$ cat src/inc/ext_pin_irq_pkg.sv
/*
 * Constants shared by the external pin interrupt block and its register slave:
 * register byte offsets, field positions, reset values and bus response codes.
 * Assumes a 32-bit AXI4-Lite bus with one aligned word per register.
 */
package ext_pin_irq_pkg;

    // ------------------------------------------------------------------
    // Register byte offsets
    // ------------------------------------------------------------------
    localparam int ADDR_W = 8;
    localparam logic [ADDR_W-1:0] PIN_CTRL_OFS = 8'h00;
    localparam logic [ADDR_W-1:0] EXT_EN_OFS = 8'h04;
    localparam logic [ADDR_W-1:0] WAKE_SEL_OFS = 8'h08;
    localparam logic [ADDR_W-1:0] CORE_STS_OFS = 8'h0C;
    localparam logic [ADDR_W-1:0] IRQ_STS_OFS = 8'h10;
    localparam logic [ADDR_W-1:0] IRQ_MASK_OFS = 8'h14;

    // ------------------------------------------------------------------
    // Field positions
    // ------------------------------------------------------------------
    localparam int REG_W = 4;
    localparam int PIN_EN_BIT = 3;
    localparam int POL_BIT = 2;
    localparam int EXT_EN_BIT = 0;
    localparam int WAKE_PIN_BIT = 3;
    localparam int STS_FLAG_BIT = 0;
    localparam int STS_GIE_BIT = 1;
    localparam int STS_SERV_BIT = 2;
    localparam int STS_WAKE_BIT = 3;
    localparam int STS_PIN_BIT = 4;
    localparam int EVT_W = 3;
    localparam int EVT_REQ_BIT = 0;
    localparam int EVT_VEC_BIT = 1;
    localparam int EVT_WAKE_BIT = 2;

    // ------------------------------------------------------------------
    // Reset values and responses
    // ------------------------------------------------------------------
    localparam logic [REG_W-1:0] PIN_CTRL_RST = 4'h0;
    localparam logic [REG_W-1:0] EXT_EN_RST = 4'h0;
    localparam logic [REG_W-1:0] WAKE_SEL_RST = 4'h0;
    localparam logic [EVT_W-1:0] IRQ_MASK_RST = 3'h0;
    localparam logic [1:0] RESP_OKAY = 2'h0;
    localparam logic [1:0] RESP_SLVERR = 2'h2;

endpackage : ext_pin_irq_pkg

$ cat src/hdl/ext_pin_irq_ctrl.sv
/*
 * External pin interrupt control: pin input gating, active waveform select,
 * request flag with test-and-skip clear, per-source and global enables,
 * single-level service tracking and key-on wakeup from RAM back-up.
 * Assumes the instruction sequencer gives one-cycle op strobes on the system
 * clock and that the pin level is already synchronous to that clock.
 */
// Overview of operation
// - Pin input path is blocked while control bit 3 is 0; resets to 0.
// - Changing waveform select bit 2 may set the request flag per pin level.
// - Changing input enable bit 3 may set the request flag per pin level.
// - Test-skip op may skip the next instruction; software follows it with a no-op.
// - No nesting: no interrupt is accepted while a service routine runs.
// - Accepting an interrupt clears the global enable flag in that cycle.
// - Enable op then return op leaves interrupts enabled as control returns.
// - Wakeup left enabled on an undriven pin returns from back-up at once.
// - Test-skip op acts only while source enable bit 0 is 0.
`timescale 1ns/1ps
module ext_pin_irq_ctrl (
    // Clock and reset
    input wire logic i_ref_clk,
    input wire logic i_rst,
    // AXI4-Lite register bus
    input wire logic [ext_pin_irq_pkg::ADDR_W-1:0] i_awaddr,
    input wire logic i_awvalid,
    output logic o_awready,
    input wire logic [31:0] i_wdata,
    input wire logic [3:0] i_wstrb,
    input wire logic i_wvalid,
    output logic o_wready,
    output logic [1:0] o_bresp,
    output logic o_bvalid,
    input wire logic i_bready,
    input wire logic [ext_pin_irq_pkg::ADDR_W-1:0] i_araddr,
    input wire logic i_arvalid,
    output logic o_arready,
    output logic [31:0] o_rdata,
    output logic [1:0] o_rresp,
    output logic o_rvalid,
    input wire logic i_rready,
    // Pin and power state
    input wire logic i_shared_port_pin,
    input wire logic i_ram_backup,
    // Instruction sequencer strobes
    input wire logic i_instr_boundary,
    input wire logic i_test_skip_clear_request_op,
    input wire logic i_enable_irq_op,
    input wire logic i_disable_irq_op,
    input wire logic i_return_from_service_op,
    // Sequencer answers
    output logic o_vector_take,
    output logic o_skip_next,
    output logic o_wakeup,
    output logic o_irq
);
    import ext_pin_irq_pkg::*;

    logic [REG_W-1:0] pin_interrupt_control_reg_r;
    logic [REG_W-1:0] ext_irq_enable_reg_r;
    logic [REG_W-1:0] wakeup_select_reg_r;
    logic [EVT_W-1:0] irq_sts_r;
    logic [EVT_W-1:0] irq_mask_r;
    logic external_request_flag_r;
    logic global_irq_enable_flag_r;
    logic in_service_r;
    logic active_q_r;
    logic active;
    logic req_set;
    logic skip_clr;
    logic vector_now;
    logic wake_cond;
    logic [EVT_W-1:0] evt;
    logic wr_en;
    logic [ADDR_W-1:0] wr_addr;
    logic [31:0] wr_data;
    logic [3:0] wr_strb;
    logic [ADDR_W-1:0] rd_addr;
    logic [31:0] rd_data;
    logic wr_low;

    // ------------------------------------------------------------------
    // Address decode
    // ------------------------------------------------------------------
    function automatic logic reg_hit(input logic [ADDR_W-1:0] a);
        reg_hit = (a == PIN_CTRL_OFS) || (a == EXT_EN_OFS) || (a == WAKE_SEL_OFS)
            || (a == CORE_STS_OFS) || (a == IRQ_STS_OFS) || (a == IRQ_MASK_OFS);
    endfunction : reg_hit

    axil_reg_slave #(
        .AW(ADDR_W)
    ) u_slave (
        .i_ref_clk(i_ref_clk),
        .i_rst(i_rst),
        .i_awaddr(i_awaddr),
        .i_awvalid(i_awvalid),
        .o_awready(o_awready),
        .i_wdata(i_wdata),
        .i_wstrb(i_wstrb),
        .i_wvalid(i_wvalid),
        .o_wready(o_wready),
        .o_bresp(o_bresp),
        .o_bvalid(o_bvalid),
        .i_bready(i_bready),
        .i_araddr(i_araddr),
        .i_arvalid(i_arvalid),
        .o_arready(o_arready),
        .o_rdata(o_rdata),
        .o_rresp(o_rresp),
        .o_rvalid(o_rvalid),
        .i_rready(i_rready),
        .o_wr_en(wr_en),
        .o_wr_addr(wr_addr),
        .o_wr_data(wr_data),
        .o_wr_strb(wr_strb),
        .i_wr_ok(reg_hit(wr_addr)),
        .o_rd_addr(rd_addr),
        .i_rd_data(rd_data),
        .i_rd_ok(reg_hit(rd_addr))
    );

    // All fields live in byte lane 0
    assign wr_low = wr_en && wr_strb[0];

    always_comb begin
        rd_data = 32'h0000_0000;
        unique case (rd_addr)
            PIN_CTRL_OFS: rd_data[REG_W-1:0] = pin_interrupt_control_reg_r;
            EXT_EN_OFS: rd_data[REG_W-1:0] = ext_irq_enable_reg_r;
            WAKE_SEL_OFS: rd_data[REG_W-1:0] = wakeup_select_reg_r;
            CORE_STS_OFS: begin
                rd_data[STS_FLAG_BIT] = external_request_flag_r;
                rd_data[STS_GIE_BIT] = global_irq_enable_flag_r;
                rd_data[STS_SERV_BIT] = in_service_r;
                rd_data[STS_WAKE_BIT] = o_wakeup;
                rd_data[STS_PIN_BIT] = i_shared_port_pin;
            end
            IRQ_STS_OFS: rd_data[EVT_W-1:0] = irq_sts_r;
            IRQ_MASK_OFS: rd_data[EVT_W-1:0] = irq_mask_r;
            default: rd_data = 32'h0000_0000;
        endcase
    end

    // ------------------------------------------------------------------
    // Software registers
    // ------------------------------------------------------------------
    // enable resets low
    always_ff @(posedge i_ref_clk or posedge i_rst) begin
        if (i_rst) begin
            pin_interrupt_control_reg_r <= PIN_CTRL_RST;
            ext_irq_enable_reg_r <= EXT_EN_RST;
            wakeup_select_reg_r <= WAKE_SEL_RST;
            irq_mask_r <= IRQ_MASK_RST;
        end else if (wr_low) begin
            if (wr_addr == PIN_CTRL_OFS) begin
                pin_interrupt_control_reg_r <= wr_data[REG_W-1:0];
            end
            if (wr_addr == EXT_EN_OFS) begin
                ext_irq_enable_reg_r <= wr_data[REG_W-1:0];
            end
            if (wr_addr == WAKE_SEL_OFS) begin
                wakeup_select_reg_r <= wr_data[REG_W-1:0];
            end
            if (wr_addr == IRQ_MASK_OFS) begin
                irq_mask_r <= wr_data[EVT_W-1:0];
            end
        end
    end

    // ------------------------------------------------------------------
    // Request detection
    // ------------------------------------------------------------------
    // gated pin path
    // a freshly enabled path can look like an edge
    assign active = pin_interrupt_control_reg_r[PIN_EN_BIT]
        && (pin_interrupt_control_reg_r[POL_BIT] ? i_shared_port_pin : !i_shared_port_pin);
    assign req_set = active && !active_q_r;

    // test-skip valid only with source disabled
    assign skip_clr = i_test_skip_clear_request_op && !ext_irq_enable_reg_r[EXT_EN_BIT];

    // request flag and both enables at a boundary; not while in service
    assign vector_now = external_request_flag_r && ext_irq_enable_reg_r[EXT_EN_BIT]
        && global_irq_enable_flag_r && !in_service_r && i_instr_boundary;

    always_ff @(posedge i_ref_clk or posedge i_rst) begin
        if (i_rst) begin
            active_q_r <= 1'b0;
        end else begin
            active_q_r <= active;
        end
    end

    // A new edge beats a same-cycle clear so no request is lost
    always_ff @(posedge i_ref_clk or posedge i_rst) begin
        if (i_rst) begin
            external_request_flag_r <= 1'b0;
        end else if (req_set) begin
            external_request_flag_r <= 1'b1;
        end else if (skip_clr || vector_now) begin
            external_request_flag_r <= 1'b0;
        end
    end

    // skip reports the flag seen by the test
    always_ff @(posedge i_ref_clk or posedge i_rst) begin
        if (i_rst) begin
            o_skip_next <= 1'b0;
        end else begin
            o_skip_next <= skip_clr && external_request_flag_r;
        end
    end

    // ------------------------------------------------------------------
    // Acceptance and service tracking
    // ------------------------------------------------------------------
    // acceptance clears the global enable
    always_ff @(posedge i_ref_clk or posedge i_rst) begin
        if (i_rst) begin
            global_irq_enable_flag_r <= 1'b0;
        end else if (vector_now) begin
            global_irq_enable_flag_r <= 1'b0;
        end else if (i_enable_irq_op) begin
            global_irq_enable_flag_r <= 1'b1;
        end else if (i_disable_irq_op) begin
            global_irq_enable_flag_r <= 1'b0;
        end
    end

    // enable during service waits on the return before it can bite
    always_ff @(posedge i_ref_clk or posedge i_rst) begin
        if (i_rst) begin
            in_service_r <= 1'b0;
            o_vector_take <= 1'b0;
        end else begin
            o_vector_take <= vector_now;
            if (vector_now) begin
                in_service_r <= 1'b1;
            end else if (i_return_from_service_op) begin
                in_service_r <= 1'b0;
            end
        end
    end

    // ------------------------------------------------------------------
    // Key-on wakeup
    // ------------------------------------------------------------------
    // a low pin ends back-up at once; does not depend on input enable
    assign wake_cond = i_ram_backup && wakeup_select_reg_r[WAKE_PIN_BIT] && !i_shared_port_pin;

    always_ff @(posedge i_ref_clk or posedge i_rst) begin
        if (i_rst) begin
            o_wakeup <= 1'b0;
        end else begin
            o_wakeup <= wake_cond;
        end
    end

    // ------------------------------------------------------------------
    // Event status and interrupt line
    // ------------------------------------------------------------------
    always_comb begin
        evt = '0;
        evt[EVT_REQ_BIT] = req_set;
        evt[EVT_VEC_BIT] = vector_now;
        evt[EVT_WAKE_BIT] = wake_cond && !o_wakeup;
    end

    // Set wins over a same-cycle write-one-to-clear
    always_ff @(posedge i_ref_clk or posedge i_rst) begin
        if (i_rst) begin
            irq_sts_r <= '0;
            o_irq <= 1'b0;
        end else begin
            if (wr_low && wr_addr == IRQ_STS_OFS) begin
                irq_sts_r <= (irq_sts_r & ~wr_data[EVT_W-1:0]) | evt;
            end else begin
                irq_sts_r <= irq_sts_r | evt;
            end
            o_irq <= |(irq_sts_r & irq_mask_r);
        end
    end
endmodule : ext_pin_irq_ctrl

$ cat src/hdl/axil_reg_slave.sv
/*
 * AXI4-Lite slave front end: takes address and data in either order, issues a
 * one-cycle write strobe, and returns read data sampled from the owner's mux.
 * Assumes the owner decodes addresses combinationally and flags unmapped ones.
 */
`timescale 1ns/1ps
module axil_reg_slave
    import ext_pin_irq_pkg::*;
#(
    parameter int AW = ext_pin_irq_pkg::ADDR_W
) (
    // Clock and reset
    input wire logic i_ref_clk,
    input wire logic i_rst,
    // Write channels
    input wire logic [AW-1:0] i_awaddr,
    input wire logic i_awvalid,
    output logic o_awready,
    input wire logic [31:0] i_wdata,
    input wire logic [3:0] i_wstrb,
    input wire logic i_wvalid,
    output logic o_wready,
    output logic [1:0] o_bresp,
    output logic o_bvalid,
    input wire logic i_bready,
    // Read channels
    input wire logic [AW-1:0] i_araddr,
    input wire logic i_arvalid,
    output logic o_arready,
    output logic [31:0] o_rdata,
    output logic [1:0] o_rresp,
    output logic o_rvalid,
    input wire logic i_rready,
    // Register side
    output logic o_wr_en,
    output logic [AW-1:0] o_wr_addr,
    output logic [31:0] o_wr_data,
    output logic [3:0] o_wr_strb,
    input wire logic i_wr_ok,
    output logic [AW-1:0] o_rd_addr,
    input wire logic [31:0] i_rd_data,
    input wire logic i_rd_ok
);

    logic have_aw;
    logic have_w;

    // Both halves held and no response pending
    assign have_aw = !o_awready;
    assign have_w = !o_wready;
    assign o_wr_en = have_aw && have_w && !o_bvalid;

    always_ff @(posedge i_ref_clk or posedge i_rst) begin
        if (i_rst) begin
            o_awready <= 1'b1;
            o_wr_addr <= '0;
        end else if (i_awvalid && o_awready) begin
            o_awready <= 1'b0;
            o_wr_addr <= i_awaddr;
        end else if (o_wr_en) begin
            o_awready <= 1'b1;
        end
    end

    always_ff @(posedge i_ref_clk or posedge i_rst) begin
        if (i_rst) begin
            o_wready <= 1'b1;
            o_wr_data <= 32'h0000_0000;
            o_wr_strb <= 4'h0;
        end else if (i_wvalid && o_wready) begin
            o_wready <= 1'b0;
            o_wr_data <= i_wdata;
            o_wr_strb <= i_wstrb;
        end else if (o_wr_en) begin
            o_wready <= 1'b1;
        end
    end

    always_ff @(posedge i_ref_clk or posedge i_rst) begin
        if (i_rst) begin
            o_bvalid <= 1'b0;
            o_bresp <= RESP_OKAY;
        end else if (o_wr_en) begin
            o_bvalid <= 1'b1;
            o_bresp <= i_wr_ok ? RESP_OKAY : RESP_SLVERR;
        end else if (o_bvalid && i_bready) begin
            o_bvalid <= 1'b0;
        end
    end

    // Read: address taken, data captured one edge later, held until rready
    always_ff @(posedge i_ref_clk or posedge i_rst) begin
        if (i_rst) begin
            o_arready <= 1'b1;
            o_rd_addr <= '0;
            o_rvalid <= 1'b0;
            o_rdata <= 32'h0000_0000;
            o_rresp <= RESP_OKAY;
        end else if (i_arvalid && o_arready) begin
            o_arready <= 1'b0;
            o_rd_addr <= i_araddr;
        end else if (!o_arready && !o_rvalid) begin
            o_rvalid <= 1'b1;
            o_rdata <= i_rd_data;
            o_rresp <= i_rd_ok ? RESP_OKAY : RESP_SLVERR;
        end else if (o_rvalid && i_rready) begin
            o_rvalid <= 1'b0;
            o_arready <= 1'b1;
        end
    end

endmodule : axil_reg_slave

$ cat config.mk
export PLATFORM = sky130hd
export DESIGN_NAME = ext_pin_irq_ctrl
export DESIGN_NICKNAME = d
export VERILOG_FILES = /design/src/inc/ext_pin_irq_pkg.sv /design/src/hdl/ext_pin_irq_ctrl.sv /design/src/hdl/axil_reg_slave.sv
export SDC_FILE = /design/constraint.sdc
export NUM_CORES = 1
export LEC_CHECK = 0
export ABC_AREA = 0
export BUFFER_PORTS_ARGS = -buffer_cell sky130_fd_sc_hd__buf_2
export CORE_MARGIN = 2
export CORE_UTILIZATION = 50
export DETAILED_ROUTE_END_ITERATION = 10
export GPL_ROUTABILITY_DRIVEN = 1
export PLACE_DENSITY = 0.77
export SLEW_MARGIN = 40
export SYNTH_ARGS = -nofsm -noshare
export SYNTH_HDL_FRONTEND = slang
export SYNTH_HIERARCHICAL = 1
export SYNTH_SLANG_ARGS = --single-unit
$ cat constraint.sdc
create_clock -name i_ref_clk -period 3.2 [get_ports i_ref_clk]
set_clock_uncertainty 0.2 [all_clocks]
set_input_delay 0.64 -clock i_ref_clk [delete_from_list [all_inputs] [get_ports i_ref_clk]]
set_output_delay 0.64 -clock i_ref_clk [all_outputs]
set_load 0.01 [all_outputs]
==> summary.txt, run 1 <==
CELLS AND AREA
--------------------------------------------------------------------------------------------------
Leading cell type in the layout, fill and taps excluded ............................. sky130_fd_sc_hd__dfrtp_1
Post-route core utilization .........................................................        61.8%
Post-route cell area ................................................................     4410 um2
Area growth from synthesis to layout ................................................        21.3%
Final-stage net count ...............................................................          420
Multi-input logic area ..............................................................     1450 um2
Number of antenna diodes ............................................................            0
Storage element area ................................................................     2160 um2
Commonest non-fill, non-tap cells in the layout ..................................... sky130_fd_sc_hd__dfrtp_1 (83), sky130_fd_sc_hd__buf_2 (77), sky130_fd_sc_hd__mux2_2 (60)
Filler cell count in the final layout ...............................................          612
Ratio of cells with drive above 1 in the final layout ...............................        50.1%

PLACED DESIGN
--------------------------------------------------------------------------------------------------
Routability congestion estimate .....................................................        0.739
DPL Wire Length .....................................................................      4.72 mm
Post-placement cell area ............................................................     4180 um2
Input/output buffers ................................................................           77

TIMING
--------------------------------------------------------------------------------------------------
Number of hold violations in the final report .......................................            0
Max Transition Viols Final ..........................................................            0
Worst slew pin tran .................................................................       714 ps
Setup-failing EPs final .............................................................            0
Sum Neg Setup Slack .................................................................         0 ps
Period utilisation layout ...........................................................        75.1%
Min Tclk post-route .................................................................      2400 ps
Worst-case headroom to the max-slew limit ...........................................        52.3%
RSZ-0062 raised after global routing ................................................           no
Fmax ................................................................................    0.416 GHz

FLOORPLANNING
--------------------------------------------------------------------------------------------------
Core region area ....................................................................     7140 um2
Placement row count .................................................................           31
Die span in y .......................................................................      89.3 um
Initial Util ........................................................................        50.9%
Boundary pin count ..................................................................          111
DIE AREA ............................................................................     7970 um2
Die boundary width ..................................................................      89.3 um

CLOCK TREE
--------------------------------------------------------------------------------------------------
Number of hold buffers added after cts ..............................................            0
Max H-tree Level ....................................................................            3
Quantity of gates resized following cts .............................................            0
CTS tree ............................................................................         done
Post-CTS repair timing setup buffer count ...........................................            0
Clk sinks ...........................................................................           86
Clock network latency to the later pin of the worst-skew pair .......................       360 ps
TritonCTS buffer count ..............................................................            9
Maximum clock insertion buffer count ................................................            2
Clock transition time at the flip-flop clock pins of the worst setup and hold paths .        80 ps
Buffer type at the clock tree root .................................................. sky130_fd_sc_hd__clkbuf_8

GLOBAL ROUTING
--------------------------------------------------------------------------------------------------
Residual overflow from global routing ...............................................            0
Total track usage ...................................................................        17.4%
Number of antenna violations at the first check in global routing ...................            0
Vias in the first global route ......................................................         2250
First-pass GRT wire length ..........................................................      10.4 mm
Pin count of the biggest net entering global routing ................................           33

PWR
--------------------------------------------------------------------------------------------------
Static Leak .........................................................................      2.18 nW
Areal power density over the cells ..................................................   852 nW/um2
VDD IR-drop max .....................................................................     0.439 mV

DRT
--------------------------------------------------------------------------------------------------
Antenna-violating nets left .........................................................            0
Routed vias .........................................................................         2276
Average via count per standard cell .................................................         4.97
Final routed wirelength across all metal layers .....................................      6.53 mm
Detailed-route wire length per cell .................................................      14.3 um
DR pass1 iterations .................................................................            4
Starting DRT DRC Count ..............................................................           66
Post-route DRC violation count ......................................................            0

YOSYS
--------------------------------------------------------------------------------------------------
Area of the mapped netlist ..........................................................     3630 um2
Avg Cell Area, Syn ..................................................................     14.8 um2
Number of instances in the synthesized netlist ......................................          246
Synthesis Warnings ..................................................................            6

SETUP PATH
--------------------------------------------------------------------------------------------------
Endpoint of the most critical register-to-register path ............................. irq_mask_r[2]
Origin of the critical flop-to-flop path ............................................ u_slave/o_bvalid
Startpoint types ....................................................................    flip-flop
Endpoint class of the critical path .................................................    flip-flop
Slack of the worst reg-to-reg path ..................................................       800 ps
Critical-path maximum fanout ........................................................            5
Startpoint-to-endpoint class of the critical path ...................................   reg -> reg
Number of cell instances on the worst register-to-register path .....................            5
Worst endpoint data arrival time ....................................................      2440 ps
Worst endpoint required time ........................................................      3230 ps

MIN PATH
--------------------------------------------------------------------------------------------------
Class of the tightest hold or removal check .........................................  in -> async

RUN
--------------------------------------------------------------------------------------------------
Total of max-cap violations .........................................................            0

STATUS
--------------------------------------------------------------------------------------------------
Result of the run ...................................................................    completed

==> registers in the layout, indices dropped and copies added, names as in the netlist, 3 cells and up <==
signal	flops
wakeup_select_reg_r	4
pin_interrupt_control_reg_r	4
ext_irq_enable_reg_r	4
u_slave/o_wr_data	4
irq_sts_r	3
u_slave/o_rd_addr	8
u_slave/o_rdata	32
irq_mask_r	3
u_slave/o_wr_addr	8
==> worst max-delay path: stages (launching register included) <==
cell and delay [ps]:
sky130_fd_sc_hd__dfrtp_1 420, sky130_fd_sc_hd__or3_1 450, sky130_fd_sc_hd__inv_1 90, sky130_fd_sc_hd__and3_1 210, sky130_fd_sc_hd__nor3b_1 510, sky130_fd_sc_hd__mux2_2 410
==> layout make-up <==
type / count / share of cell area [%]
clock buffers: 12 / 3.29
clock inverters: 4 / 1.59
inverters: 13 / 1.11
multi-input cells: 164 / 32.9
flip-flops and latches: 86 / 48.9
well taps: 99 / 2.81
repair buffers: 80 / 9.42
==> stage by stage <==
step	power [mW]	hold slack (ps)	instances	worst slack [ps]
floorplan	2.59	216	273	880
global placement	2.90	234	441	852
detailed placement	2.96	249	441	813
CTS	3.79	150	457	790
global route	4.01	175	458	645
finish	3.76	148	458	795
==> worst max-delay path by stage <==
| stage | startpoint | to | depth (start not counted) |
|---|---|---|---|
| 4_1_cts | u_slave/o_bvalid | wakeup_select_reg_r[1] | 5 |
| 5_1_grt | u_slave/o_bvalid | irq_mask_r[2] | 5 |
| 3_5_place_dp | u_slave/o_bvalid | wakeup_select_reg_r[1] | 5 |
| 2_1_floorplan | i_rst | u_slave/o_bresp[1] | 1 |
| 3_3_place_gp | u_slave/o_bvalid | wakeup_select_reg_r[3] | 5 |
| 6_report | u_slave/o_bvalid | irq_mask_r[2] | 5 |
==> power by group <==
| group | internal [mW] | total [mW] | switching, mW |
|---|---|---|---|
| sequential | 1.49 | 1.82 | 0.328 |
| clock | 0.459 | 0.818 | 0.359 |
| combinational | 0.645 | 1.12 | 0.475 |
==> metal layers <==
metal	wire length, um	track usage [%]
met1	2920	22.9
met2	3060	26.1
met3	386	4.43
met4	165	10.3
met5	0	0
No activity file was read; power rests on OpenSTA's default activity.
==> run 2: changes to the inputs <==
--- a/config.mk
+++ b/config.mk
@@ -8,10 +8,10 @@
 export ABC_AREA = 0
 export BUFFER_PORTS_ARGS = -buffer_cell sky130_fd_sc_hd__buf_2
 export CORE_MARGIN = 2
-export CORE_UTILIZATION = 50
+export CORE_UTILIZATION = 55
 export DETAILED_ROUTE_END_ITERATION = 10
 export GPL_ROUTABILITY_DRIVEN = 1
-export PLACE_DENSITY = 0.77
+export PLACE_DENSITY = 0.8
 export SLEW_MARGIN = 40
 export SYNTH_ARGS = -nofsm -noshare
 export SYNTH_HDL_FRONTEND = slang
==> constraint.sdc (replaced) <==
create_clock -name i_ref_clk -period 2.4 [get_ports i_ref_clk]
set_clock_uncertainty 0.2 [all_clocks]
set_input_delay 0.48 -clock i_ref_clk [delete_from_list [all_inputs] [get_ports i_ref_clk]]
set_output_delay 0.48 -clock i_ref_clk [all_outputs]
set_load 0.01 [all_outputs]
==> summary.txt, run 2 (synthesized netlist as in run 1, its figures left out) <==
PLACED DESIGN
--------------------------------------------------------------------------------------------------
Total placed cells including tap cells ..............................................          427   -3.2%
Routability congestion estimate .....................................................        0.804   +8.7%
Input/output buffers ................................................................           77   unchanged
DPL Wire Length .....................................................................      4.89 mm   +3.5%
Post-placement cell area ............................................................     4210 um2   +0.78%

CLOCK TREE
--------------------------------------------------------------------------------------------------
Maximum clock insertion buffer count ................................................            2   unchanged
Clock transition time at the flip-flop clock pins of the worst setup and hold paths .        80 ps   about the same
CTS tree ............................................................................         done
Clock network latency to the later pin of the worst-skew pair .......................       340 ps   -20 ps
Quantity of gates resized following cts .............................................            0   unchanged
Buffer type at the clock tree root .................................................. sky130_fd_sc_hd__clkbuf_8
Clk sinks ...........................................................................           86   unchanged
Max H-tree Level ....................................................................            3   unchanged
TritonCTS buffer count ..............................................................            9   unchanged

MIN PATH
--------------------------------------------------------------------------------------------------
Hold depth ..........................................................................            2
Class of the tightest hold or removal check .........................................    in -> reg

CELLS AND AREA
--------------------------------------------------------------------------------------------------
Registers with the most flip-flops .................................................. u_slave/o_rdata x32, u_slave/o_rd_addr x8, u_slave/o_wr_addr x8
Max FFs per register ................................................................           32   unchanged
Non-Filler Instances ................................................................          444   -3.1%
Final-stage net count ...............................................................          428   +1.9%
Largest register by flop count ...................................................... u_slave/o_rdata
Post-route cell area ................................................................     4460 um2   +1.1%
Ratio of cells with drive above 1 in the final layout ...............................        51.0%   +0.81 points
Post-route core utilization .........................................................        69.8%   +8.0 points
Leading cell type in the layout, fill and taps excluded ............................. sky130_fd_sc_hd__dfrtp_1
Commonest non-fill, non-tap cells in the layout ..................................... sky130_fd_sc_hd__dfrtp_1 (83), sky130_fd_sc_hd__buf_2 (77), sky130_fd_sc_hd__mux2_2 (60)
Area growth from synthesis to layout ................................................        22.7%
Number of antenna diodes ............................................................            0   unchanged

FLOORPLANNING
--------------------------------------------------------------------------------------------------
Placement row count .................................................................           29   -6.5%
Initial Util ........................................................................        56.9%   +6.0 points
Die span in y .......................................................................      85.3 um   -4.4%
Core region area ....................................................................     6390 um2   -11%
DIE AREA ............................................................................     7280 um2   -8.7%
Die boundary width ..................................................................      85.3 um   -4.4%
Boundary pin count ..................................................................          111   unchanged

GLOBAL ROUTING
--------------------------------------------------------------------------------------------------
Total track usage ...................................................................        19.6%   +2.2 points
First-pass GRT wire length ..........................................................      11.1 mm   +6.9%
Number of antenna violations at the first check in global routing ...................            0   unchanged
Pin count of the biggest net entering global routing ................................           30   -9.1%
Vias in the first global route ......................................................         2328   +3.5%
Residual overflow from global routing ...............................................            0   unchanged

TIMING
--------------------------------------------------------------------------------------------------
RSZ-0062 raised after global routing ................................................           no
Worst slew pin tran .................................................................       764 ps   +49.9 ps
Worst-case headroom to the max-slew limit ...........................................        48.9%   -3.3 points
Max Transition Viols Final ..........................................................            0   unchanged
Number of hold violations in the final report .......................................            0   unchanged
Fmax ................................................................................    0.432 GHz   +4.0%
Min Tclk post-route .................................................................      2310 ps   -92.4 ps
Worst hold slack ....................................................................       104 ps   -44.4 ps
Sum Neg Setup Slack .................................................................         0 ps   unchanged
Period utilisation layout ...........................................................        96.3%   +21 points
Setup-failing EPs final .............................................................            0   unchanged

DRT
--------------------------------------------------------------------------------------------------
Post-route DRC violation count ......................................................            0   unchanged
Detailed-route wire length per cell .................................................      15.0 um   +5.0%
Routed vias .........................................................................         2273   -0.13%
Antenna-violating nets left .........................................................            0   unchanged
Starting DRT DRC Count ..............................................................          104   +58%
Final routed wirelength across all metal layers .....................................      6.64 mm   +1.7%
DR pass1 iterations .................................................................            4   unchanged
Average via count per standard cell .................................................         5.12   +3.0%

PWR
--------------------------------------------------------------------------------------------------
VDD IR-drop max .....................................................................     0.734 mV   +67%
Areal power density over the cells ..................................................  1150 nW/um2   +35%
Static Leak .........................................................................      2.22 nW   +1.9%

SETUP PATH
--------------------------------------------------------------------------------------------------
Worst endpoint data arrival time ....................................................      2340 ps   -100 ps
Endpoint class of the critical path .................................................    flip-flop
Number of cell instances on the worst register-to-register path .....................            5   unchanged
Critical-path maximum fanout ........................................................            4   -1
Startpoint-to-endpoint class of the critical path ...................................   reg -> reg
Worst endpoint required time ........................................................      2430 ps   -800 ps
Startpoint types ....................................................................    flip-flop

STATUS
--------------------------------------------------------------------------------------------------
Result of the run ...................................................................    completed

RUN
--------------------------------------------------------------------------------------------------
Total of max-cap violations .........................................................            0   unchanged

## run 2: changes by cell type in the layout (fill, tap and decap cells not counted)
cell and delta:
sky130_fd_sc_hd__buf_4 +8, sky130_fd_sc_hd__bufinv_16 +1, sky130_fd_sc_hd__dlygate4sd3_1 +1, sky130_fd_sc_hd__buf_8 -1
sky130_fd_sc_hd__clkbuf_1 -1, sky130_fd_sc_hd__inv_1 +1, sky130_fd_sc_hd__inv_2 -1, sky130_fd_sc_hd__clkbuf_8 -1
sky130_fd_sc_hd__clkinvlp_4 +2, sky130_fd_sc_hd__clkinv_2 -1
## run 2: repair_timing
item / 4_1_cts / 5_1_grt
hold buffers: 1 / 0
endpoints found under the hold margin: 20 / 0
setup buffers: 0 / 0
## run 2: per-layer routing
layer,track usage (%),vias up,part of all wire (%)
met5,0,-,0
met4,7.07,0,0.48
met3,4.28,4,4.3
met2,33.3,56,51
met1,24.9,1127,44
li1,-,1086,-
## run 2: path summary, 6_finish.rpt
path	start	endpoint	slack [ps]
worst min-delay path	i_bready	u_slave/o_bvalid	100
min in group asynchronous	i_rst	u_slave/o_rdata[10]	410
worst max-delay path	u_slave/o_bvalid	wakeup_select_reg_r[3]	90
max in group asynchronous	i_rst	u_slave/o_awready	1030
worst max register to register	u_slave/o_bvalid	wakeup_select_reg_r[3]	90
worst min register to register	active_q_r	irq_sts_r[0]	280
## run 2: cell type report
| class | count | area, um2 |
|---|---|---|
| Clock inverter | 6 | 110 |
| Inverter | 13 | 48.8 |
| Clock buffer | 10 | 128 |
| Tap cell | 77 | 96.3 |
| Timing Repair Buffer | 88 | 470 |
| Fill cell | 462 | 1930 |
| Sequential cell | 86 | 2160 |
| Multi-Input combinational cell | 164 | 1450 |
## run 2: metrics by stage
stage | setup WS [ps] | power [mW]
final | 87.6 | 5.12
after detailed placement | 91.4 | 3.99
after global routing | 20.6 | 5.44
after global placement | 126 | 3.90
after CTS | 73.8 | 5.17
after floorplan | 177 | 3.46
## run 2: power breakdown
group          switching [mW]  internal, mW
clock                   0.487         0.690
combinational           0.643         0.872
sequential              0.441          1.99
## run 2: critical path, stage by stage (launching register included)
cell and delay (ps):
sky130_fd_sc_hd__dfrtp_1 410, sky130_fd_sc_hd__or3_1 400, sky130_fd_sc_hd__inv_1 80, sky130_fd_sc_hd__nand2_1 100
sky130_fd_sc_hd__or4_1 660, sky130_fd_sc_hd__mux2_4 350
